## config.mk

```make
export PLATFORM = sky130hd
export DESIGN_NAME = serial_cfg_host_flat
export DESIGN_NICKNAME = d
export VERILOG_FILES = /design/src/include/clk_loader_pkg.sv /design/src/include/serial_cfg_if.sv /design/src/serial_cfg_host.sv /design/src/flat_wrapper.sv
export SDC_FILE = /design/constraint.sdc
export NUM_CORES = 1
export LEC_CHECK = 0
export BUFFER_PORTS_ARGS = -buffer_cell sky130_fd_sc_hd__buf_4
export CORE_MARGIN = 2
export CORE_UTILIZATION = 55
export DETAILED_ROUTE_END_ITERATION = 6
export GPL_ROUTABILITY_DRIVEN = 0
export PLACE_DENSITY = 0.75
export SETUP_SLACK_MARGIN = 0.5
export SLEW_MARGIN = 20
export SYNTH_ARGS = -nofsm -noshare
export SYNTH_HDL_FRONTEND = slang
export SYNTH_SLANG_ARGS = --single-unit
```

## constraint.sdc

```tcl
create_clock -name clk -period 2.3 [get_ports clk]
set_input_delay 0.115 -clock clk [delete_from_list [all_inputs] [get_ports clk]]
set_output_delay 0.115 -clock clk [all_outputs]
set_load 0.01 [all_outputs]
```

## src/include/clk_loader_pkg.sv

```systemverilog
package clk_loader_pkg;

   // =====================================================================
   // Word layout
   // =====================================================================
   localparam int WORD_BITS = 132;
   localparam logic [131:0] DEFAULT_WORD =
      132'h31FFDFFEE3BFFFFFFFFFFFFF655FF2;
   localparam int BIT_OE1 = 110;
   localparam int BIT_OE2 = 111;
   localparam int BIT_PWR = 112;
   localparam int BIT_SRC2 = 123;
   localparam int BIT_SRC3 = 124;
   localparam int BIT_OE3 = 129;

   // =====================================================================
   // Host register map (byte addresses, Avalon-MM)
   // =====================================================================
   localparam logic [4:0] ADDR_DATA0 = 5'h00;
   localparam logic [4:0] ADDR_DATA1 = 5'h04;
   localparam logic [4:0] ADDR_DATA2 = 5'h08;
   localparam logic [4:0] ADDR_DATA3 = 5'h0C;
   localparam logic [4:0] ADDR_DATA4 = 5'h10;
   localparam logic [4:0] ADDR_CTRL = 5'h14;
   localparam logic [4:0] ADDR_STATUS = 5'h18;
   localparam logic [7:0] SHIFT_DIV = 8'h02;
   localparam logic [7:0] STROBE_CYCLES = 8'h02;

   typedef enum logic [2:0] {
      ST_IDLE   = 3'b000,
      ST_LOW    = 3'b001,
      ST_HIGH   = 3'b010,
      ST_STROBE = 3'b011,
      ST_DONE   = 3'b100
   } host_state_t;

endpackage

```

## src/include/serial_cfg_if.sv

```systemverilog
`timescale 1ns/1ns
// Three-wire programming link between controller and device.
interface serial_cfg_if;
   logic shift_clk;
   logic shift_data;
   logic load_strobe;
   modport device (input shift_clk, input shift_data, input load_strobe);
   modport host (output shift_clk, output shift_data, output load_strobe);
endinterface

```

## src/serial_cfg_host.sv

```systemverilog
// Decided for this implementation: the Avalon-MM interface to the registers and the placing of the registers.
`timescale 1ns/1ns
// Controller end: software fills five data words, then writes go.
module serial_cfg_host (
   // Clock and reset.
   input  wire logic         clk,
   input  wire logic         arst_n,
   // Avalon-MM slave.
   input  wire logic [4:0]   address,
   input  wire logic         read,
   input  wire logic         write,
   input  wire logic [31:0]  writedata,
   output logic [31:0]       readdata,
   output logic              waitrequest,
   // Programming link.
   serial_cfg_if.host        link
);

   logic [131:0]                word;
   logic [131:0]                shreg;
   logic [7:0]                  bit_cnt;
   logic [7:0]                  tick_cnt;
   clk_loader_pkg::host_state_t state;
   logic                        busy;
   logic                        answered;

   assign busy = (state != clk_loader_pkg::ST_IDLE);

   // ======================================================================
   // Bus slave
   // ======================================================================
   // One wait cycle per access; then the answer stands at the edge.
   always_ff @(posedge clk or negedge arst_n) begin
      if (!arst_n) begin
         waitrequest <= 1'b1;
         answered    <= 1'b0;
      end else begin
         answered    <= (read | write) & ~answered;
         waitrequest <= ~((read | write) & ~answered & waitrequest);
      end
   end

   // Read data is latched in the wait cycle; a write lands only at the
   // edge where waitrequest stands low, so it matches the bus transfer.
   always_ff @(posedge clk or negedge arst_n) begin
      if (!arst_n) begin
         word     <= clk_loader_pkg::DEFAULT_WORD;
         readdata <= 32'h0;
      end else if ((read | write) & ~answered) begin
         unique case (address)
            clk_loader_pkg::ADDR_DATA0:  readdata <= word[31:0];
            clk_loader_pkg::ADDR_DATA1:  readdata <= word[63:32];
            clk_loader_pkg::ADDR_DATA2:  readdata <= word[95:64];
            clk_loader_pkg::ADDR_DATA3:  readdata <= word[127:96];
            clk_loader_pkg::ADDR_DATA4:  readdata <= {28'h0, word[131:128]};
            clk_loader_pkg::ADDR_STATUS: readdata <= {31'h0, busy};
            default:                     readdata <= 32'h0;
         endcase
      end else if (write & answered) begin
         unique case (address)
            clk_loader_pkg::ADDR_DATA0: word[31:0]    <= writedata;
            clk_loader_pkg::ADDR_DATA1: word[63:32]   <= writedata;
            clk_loader_pkg::ADDR_DATA2: word[95:64]   <= writedata;
            clk_loader_pkg::ADDR_DATA3: word[127:96]  <= writedata;
            clk_loader_pkg::ADDR_DATA4: word[131:128] <= writedata[3:0];
            default:                    word          <= word;
         endcase
      end
   end

   // ======================================================================
   // Serial sequencer
   // ======================================================================
   // Shifts 132 bits MSB first with the strobe low, then pulses the
   // strobe with the shift clock held low.
   always_ff @(posedge clk or negedge arst_n) begin
      if (!arst_n) begin
         state            <= clk_loader_pkg::ST_IDLE;
         shreg            <= 132'h0;
         bit_cnt          <= 8'h00;
         tick_cnt         <= 8'h00;
         link.shift_clk   <= 1'b0;
         link.shift_data  <= 1'b0;
         link.load_strobe <= 1'b0;
      end else begin
         unique case (state)
            clk_loader_pkg::ST_IDLE: begin
               if (write & answered & ~busy & writedata[0] &&
                   address == clk_loader_pkg::ADDR_CTRL) begin
                  shreg           <= word;
                  link.shift_data <= word[131]; // RULE1
                  bit_cnt         <= 8'h00;
                  tick_cnt        <= 8'h00;
                  state           <= clk_loader_pkg::ST_LOW;
               end
            end
            clk_loader_pkg::ST_LOW: begin
               tick_cnt <= tick_cnt + 8'h01;
               if (tick_cnt == clk_loader_pkg::SHIFT_DIV) begin
                  link.shift_clk <= 1'b1; // RULE4
                  tick_cnt       <= 8'h00;
                  state          <= clk_loader_pkg::ST_HIGH;
               end
            end
            clk_loader_pkg::ST_HIGH: begin
               tick_cnt <= tick_cnt + 8'h01;
               if (tick_cnt == clk_loader_pkg::SHIFT_DIV) begin
                  link.shift_clk  <= 1'b0;
                  tick_cnt        <= 8'h00;
                  shreg           <= {shreg[130:0], 1'b0};
                  link.shift_data <= shreg[130];
                  bit_cnt         <= bit_cnt + 8'h01;
                  if (bit_cnt == 8'(clk_loader_pkg::WORD_BITS - 1))
                     state <= clk_loader_pkg::ST_STROBE;
                  else
                     state <= clk_loader_pkg::ST_LOW;
               end
            end
            clk_loader_pkg::ST_STROBE: begin
               tick_cnt <= tick_cnt + 8'h01;
               if (tick_cnt == clk_loader_pkg::SHIFT_DIV)
                  link.load_strobe <= 1'b1; // RULE5
               if (tick_cnt == clk_loader_pkg::SHIFT_DIV
                               + clk_loader_pkg::STROBE_CYCLES) begin
                  link.load_strobe <= 1'b0;
                  tick_cnt         <= 8'h00;
                  state            <= clk_loader_pkg::ST_DONE;
               end
            end
            clk_loader_pkg::ST_DONE: begin
               tick_cnt <= tick_cnt + 8'h01;
               if (tick_cnt == clk_loader_pkg::SHIFT_DIV)
                  state <= clk_loader_pkg::ST_IDLE;
            end
            default: state <= clk_loader_pkg::ST_IDLE;
         endcase
      end
   end

endmodule

```

## src/flat_wrapper.sv

```systemverilog
// flat-port wrapper written by rule: the top's interface ports become plain ports
module serial_cfg_host_flat 
  (clk, arst_n, address, read, write, writedata, readdata, waitrequest, link_shift_clk, link_shift_data, link_load_strobe);
  serial_cfg_if link_i ();
  input  wire logic clk;
  input  wire logic arst_n;
  input  wire logic [4:0] address;
  input  wire logic read;
  input  wire logic write;
  input  wire logic [31:0] writedata;
  output logic [31:0] readdata;
  output logic waitrequest;
  output wire logic [$bits(link_i.shift_clk)-1:0] link_shift_clk;
  output wire logic [$bits(link_i.shift_data)-1:0] link_shift_data;
  output wire logic [$bits(link_i.load_strobe)-1:0] link_load_strobe;
  assign link_shift_clk = link_i.shift_clk;
  assign link_shift_data = link_i.shift_data;
  assign link_load_strobe = link_i.load_strobe;
  serial_cfg_host u_core (.clk(clk), .arst_n(arst_n), .address(address), .read(read), .write(write), .writedata(writedata), .readdata(readdata), .waitrequest(waitrequest), .link(link_i));
endmodule
```

==> results of run 1 <==
critical path, stage by stage, from the launching register on:
cell,delay [ns]
dfrtp_2,0.43
or3_4,0.44
nor4_4,0.17
buf_6,0.18
buf_12,0.11
nor2_4,0.09
buf_6,0.16
buf_16,0.15
o21ai_1,0.35
cells by family (layout without fill, tap and decap cells):
logic type / count (synthesis) / count (layout)
adders and majority gates: 4 / 4
muxes: 269 / 269
AOI/OAI and AO/OA: 260 / 260
DFF: 319 / 319
other: 0 / 2
buffers and inverters: 91 / 359
and+or+nand+nor: 263 / 265
xor gates and xnor gates: 5 / 5
synth_stat cells, types with 2 or more instances:
master,count
a41oi_1,2
clkbuf_1,56
nor4b_1,3
o22ai_1,2
nor2_1,26
dfrtp_1,218
nor3_1,7
and3_1,5
buf_2,6
a222oi_1,3
o21ai_0,118
ha_1,4
nand2b_1,2
a31oi_1,4
or2_2,3
nand2_1,186
inv_1,7
buf_1,14
dfstp_2,101
mux2i_1,136
buf_6,8
nor3b_1,2
xor2_1,5
nand3_1,8
mux2_2,133
a221oi_1,28
a22o_1,33
nor2b_1,2
a21oi_1,10
nand4_1,5
or3_1,5
o21ai_1,52
a21o_1,3
layout make-up:
| class | instances | area share, % |
|---|---|---|
| Inverter | 7 | 0.1258 |
| Timing Repair Buffer | 288 | 19.10 |
| Sequential cell | 319 | 38.84 |
| Tap cell | 330 | 1.977 |
| Clock buffer | 56 | 4.960 |
| Antenna cell | 2 | 0.02396 |
| Multi-Input combinational cell | 803 | 34.71 |
| Clock inverter | 8 | 0.2636 |
metrics by stage:
stage / total power (µW) / cells
after floorplan: 7666 / 1211
after global placement: 8224 / 1577
after detailed placement: 8317 / 1577
after CTS: 14010 / 1777
after global routing: 15180 / 1811
final: 14830 / 1813
routing by layer:
metal	vias to the layer above	track usage (%)	part of all wire (%)
met2	1048	56.77	47
met1	6268	44.33	35
met5	-	0	0
met3	372	7.383	10
li1	4867	-	-
met4	0	15.81	8.5
how the worst max path moves through the flow:
stage	from	endpoint	slack, ns
6_report	u_core.state[2]	u_core.shreg[94]	0.07
5_1_grt	u_core.tick_cnt[0]	u_core.tick_cnt[3]	0.08
4_1_cts	u_core.tick_cnt[0]	u_core.tick_cnt[3]	0.25
3_5_place_dp	u_core.tick_cnt[0]	u_core.tick_cnt[3]	0.05
3_3_place_gp	u_core.tick_cnt[0]	u_core.tick_cnt[3]	0.12
2_1_floorplan	u_core.state[1]	u_core.bit_cnt[0]	0.28
registers in the layout (all words and copies together) (netlist names), 3 cells and up:
name,count
u_core.word,132
u_core.tick_cnt,8
u_core.shreg,131
u_core.bit_cnt,8
u_core.state,3
u_core.readdata,32
timing repair:
action / in CTS / in global routing
cloned: 47 / 13
hold endpoints to repair: 196 / 0
hold buffers: 33 / 0
endpoints found under the setup margin: 174 / 166
resized for setup: 257 / 288
pin swaps: 54 / 69
buffers inserted: 56 / 21
power by group through the flow:
stage	combinational (µW)	sequential [µW]	clock, µW
finish	2410	6840	5580
global route	2550	6860	5770
CTS	1940	6670	5400
detailed placement	1570	6750	0
global placement	1510	6720	0
floorplan	1050	6610	0
==> impl_metrics.toml, run 1 <==
[die]
io_pins = 77
die_w_um = 164.6
fp.dieArea_um2 = 27100
num_rows = 58
start_util_pct = 56.19
die_h_um = 164.6
coreArea_um2 = 25250

[logic_synthesis]
synth-simple-area-share_pct = 7.979
synthFlopType = "dfrtp_1"
ys_seq_area_share_pct = 57.14
synth_top_area_share_pct = 38.44
yosys-top-cells-area = "dfrtp_1, dfstp_2, mux2_2"
synth_cells = 1211
async_flop_share_pct = 100.0
ys.warnings.count = 0
synth_fa_ha_area_share_pct = 0.3527
syn_area_um2 = 14190
synth_top_family_by_area = "multiplexers"
synth-xor-area-share_pct = 0.3086
synth_seq_cells = 319
synth_area_per_cell_um2 = 11.72
synth_compound_area_share_pct = 11.19
synth_edf_count = 0
synth_mux_area_share_pct = 20.15
syn_nets = 1256
synth_cell_types = 47
yosysTopAreaCell = "dfrtp_1"

[global_routing]
first_global_vias = 12040
track_usage_pct = 34.60
grt.overflow.total = 0
grt_max_degree = 79
antenna_found_initial = 1
grt_pass1_wl_mm = 70.39

[finish]
post-route-util_pct = 82.71
nFillCells = 1103
nNetsFinal = 1499
layout_common_cells = "dfrtp_1, mux2_2, buf_4"
regArea_um2 = 8113
final_common_cell = "dfrtp_1"
finalInstanceArea_um2 = 20890
area_delta_synth_final_pct = 47.19
drive_gt1_share_pct = 55.77
multi_input_area_um2 = 7251

[drt]
drt_iter0_drc = 1783
via_per_inst = 6.925
num_vias = 12560
wl_per_cell_um = 31.18
finalWirelength_mm = 56.53
drc_errors = 0
firstDrtPassIters = 5
final_antenna_net_count = 0

[worst_setup_path]
worstReg2RegEnd = "u_core.shreg[94]"
r2r_cells = 8
worstPathArrival_ns = 2.63
critPathLaunchType = "flop"
r2r_slack_ns = 0.07
crit_required_ns = 2.70
r2r_start = "u_core.state[2]"
path_max_fanout = 6
worst_setup_path_end_kind = "flop"
critical_path_class = "flop to flop"

[timing]
max_slew.worst_pin.slew_ns = 0.6202
timing_hold_violations_final = 0
drv_slew = 0
tns_ns = 0
setup_viol = 0
finClkSkew_ns = 0.02647
post-route-min-period_ns = 2.225
period_share_pct = 96.75
max_freq_mhz = 449.4
max_slew_margin_pct = 58.65
hold_ws_ns = 0.09905
rsz0062_at_grt = "yes"
setup_ws_ns = 0.07473

[clock_tree]
cts_max_level = 2
cts-root-buf = "clkbuf_16"
cts.sinks = 319
clock_latency_ns = 0.55
numCtsBuffers = 35
cts_tree = "yes"
path_clk_slew_ns = 0.07
cts_buffer_depth = 3

[power]
clkPwrFrac_pct = 37.6
p_comb_share_pct = 16.2
swShare_pct = 29.11
p_leak_uw = 0.008696
pwr-share-seq_pct = 46.2
p_int_uw = 10510
p_per_area_nw_per_um2 = 710.0
power_switching_uw = 4317
ir_drop_mv = 0.5400

[hold_path]
hold_class = "input port to flop"
min_from = "address[1]"
whs_endpoint = "u_core.readdata[31]"
worstHoldPathCells = 4

[run_status]
status = "completed"

[placement]
place_worst_setup_slack_ns = 0.04842
dpl_cell_area_um2 = 15310
dp_hpwl_mm = 20.48
portBuffers = 76

[flow_run]
maxCapViolations = 0
Note: power is estimated with default switching activity, not from simulation.
==> inputs of run 2 (changes only) <==
--- a/config.mk
+++ b/config.mk
@@ -5,7 +5,9 @@
 export SDC_FILE = /design/constraint.sdc
 export NUM_CORES = 1
 export LEC_CHECK = 0
+export ABC_AREA = 1
 export BUFFER_PORTS_ARGS = -buffer_cell sky130_fd_sc_hd__buf_4
+export CORE_ASPECT_RATIO = 2
 export CORE_MARGIN = 2
 export CORE_UTILIZATION = 55
 export DETAILED_ROUTE_END_ITERATION = 6
==> impl_metrics.toml, run 2 <==
[flow_run]
maxCapViolations = 0

[drt]
drc_errors = 0
drt_iter0_drc = 1285
via_per_inst = 5.582
finalWirelength_mm = 39.18
final_antenna_net_count = 0
num_vias = 12820
firstDrtPassIters = 5
wl_per_cell_um = 17.07

[timing]
timing_hold_violations_final = 0
drv_slew = 0
period_share_pct = 76.80
setup_viol = 0
max_slew.worst_pin.slew_ns = 0.7607
tns_ns = 0
max_freq_mhz = 566.2
post-route-min-period_ns = 1.766
max_slew_margin_pct = 49.29
finClkSkew_ns = 0.009839
rsz0062_at_grt = "yes"

[power]
p_leak_uw = 0.007870
ir_drop_mv = 0.9345
p_comb_share_pct = 8.9
swShare_pct = 24.34
clkPwrFrac_pct = 39.9
p_per_area_nw_per_um2 = 714.1
power_switching_uw = 3051
power_uw = 12540
pwr-share-seq_pct = 51.2
p_int_uw = 9484

[logic_synthesis]
syn_nets = 1890
synth-xor-area-share_pct = 0.2930
async_flop_share_pct = 100.0
synth_area_per_cell_um2 = 8.101
yosysTopAreaCell = "dfrtp_1"
synthFlopType = "dfrtp_1"
synth_compound_area_share_pct = 13.82
synth_seq_cells = 319
synth_cells = 1845
yosysMostFrequentCell = "nand2_1"
ys.warnings.count = 0
synth_cell_types = 32
synth_top_family_by_area = "simple AND/OR/NAND/NOR gates"
synth_mux_area_share_pct = 0
synth_top_area_share_pct = 36.50
synth_common_cells = "nand2_1, o21ai_0, dfrtp_1"
synth_fa_ha_area_share_pct = 0.3348
ys_seq_area_share_pct = 54.25
yosys-top-cells-area = "dfrtp_1, dfstp_2, nand2_1"
synth-simple-area-share_pct = 22.26
syn_area_um2 = 14950
synth_edf_count = 0

[finish]
nNetsFinal = 1971
antenna_cells = 0
largest_register = "u_core.word"
layout_common_cells = "nand2_1, o21ai_0, dfrtp_1"
area_delta_synth_final_pct = 17.44
drive_gt1_share_pct = 16.07
reg_top3 = "u_core.word: 132 flops, u_core.shreg: 131 flops, u_core.readdata: 32 flops"
stdcell_count = 2296
final_common_cell = "nand2_1"
largest_reg_flops = 132
post-route-util_pct = 65.50

[worst_setup_path]
crit_path_max_incr_delay_ns = 0.39
crit_family = "simple AND/OR/NAND/NOR gates"
startpoint = "u_core.tick_cnt[0]"
cp_slowest_cell = "dfrtp_1"
path_max_fanout = 4
critical_path_class = "flop to flop"
cp_common_cell = "nand3_1"
r2r_start = "u_core.tick_cnt[0]"
crit_buf_inv = 3
cp_cell_sequence = "inv_2 > buf_4 > ha_1 > nand3_1 > nor2_2 > inv_1 > nand2_1 > nand3_1 > nand3_1 > nand2_1"
worst_setup_path_end_kind = "flop"
worstPathArrival_ns = 2.21
r2r_slack_ns = 0.53
crit_required_ns = 2.74
critPathLaunchType = "flop"

[global_routing]
first_global_vias = 12590
grt_max_degree = 140
grt.overflow.total = 0
track_usage_pct = 27.23
antenna_found_initial = 0
grt_pass1_wl_mm = 62.73

[die]
io_pins = 77
fp.dieArea_um2 = 28590
num_rows = 85
start_util_pct = 55.77
die_w_um = 120.6
coreArea_um2 = 26800
die_h_um = 237.1

[clock_tree]
cts-root-buf = "clkbuf_16"
numCtsBuffers = 28
cts_buffer_depth = 3
cts_max_level = 1
clock_latency_ns = 0.56
cts.sinks = 319
cts_tree = "yes"
path_clk_slew_ns = 0.06

[hold_path]
min_from = "address[2]"
hold_class = "input port to flop"

[placement]
dp_hpwl_mm = 23.29
place_inst = 2190
portBuffers = 76

[run_status]
status = "completed"
-- run 2: through the flow --
step	setup slack [ns]	instance area (µm²)	hold WS, ns
finish	0.5337	17550	0.06632
global route	0.4368	17550	0.1144
CTS	0.5235	17250	0.04659
detailed placement	0.3264	15830	0.1302
global placement	0.3580	15830	0.1350
floorplan	0.6696	14950	-0.1806
-- run 2: cell type report --
class / count / area [µm²]
fillers: 2233 / 9246
repair buffers: 161 / 1680
flip-flops and latches: 319 / 8113
inverters: 195 / 735.7
clock buffers: 38 / 769.5
multi-input cells: 1221 / 5625
clock inverters: 14 / 195.2
well taps: 348 / 435.4
-- run 2: logic make-up after synthesis --
logic type	after synthesis
flops	319
fa+ha+maj	4
buf+inv	308
xor+xnor	5
simple gates	798
compound gates	411
-- run 2: worst reg2reg max path: cells and delay by family, from the launching register on --
kind	cells	cell delay (ns)
simple gates	6	0.86
flops	1	0.39
buf+inv	3	0.28
fa+ha+maj	1	0.14
-- run 2: layer usage --
metal  vias to the layer above  GRT usage [%]  wire length, µm
met1                      6176          34.60            15380
met4                         0          11.98             1508
met2                       441          46.79            20300
met5                         -              0                0
met3                       111          2.927             1993
li1                       6088              -                -
-- run 2: repair_timing --
| item | in CTS | in global routing |
|---|---|---|
| hold buffers | 33 | 0 |
| setup buffers | 4 | 8 |
| setup endpoints to repair | 134 | 155 |
| cloned | 3 | 6 |
| hold endpoints to repair | 203 | 0 |
| pin swaps | 2 | 7 |
| resized for setup | 12 | 19 |
-- run 2: path summary, 6_finish.rpt --
path                                       to  cells after the start
setup reg to reg           u_core.tick_cnt[7]                     10
min in group asynchronous  u_core.readdata[7]                      2
setup / recovery           u_core.tick_cnt[7]                     10
hold / removal             u_core.readdata[0]                      5
hold reg to reg            u_core.waitrequest                      1
max in group asynchronous  u_core.waitrequest                      3
-- run 2: power groups by stage --
stage | combinational [µW] | clock, µW | sequential [µW]
final | 1120 | 5000 | 6420
after global routing | 1280 | 5310 | 6460
after CTS | 1120 | 5060 | 6410
after detailed placement | 1060 | 0 | 6510
after global placement | 1030 | 0 | 6490
after floorplan | 625 | 0 | 6430
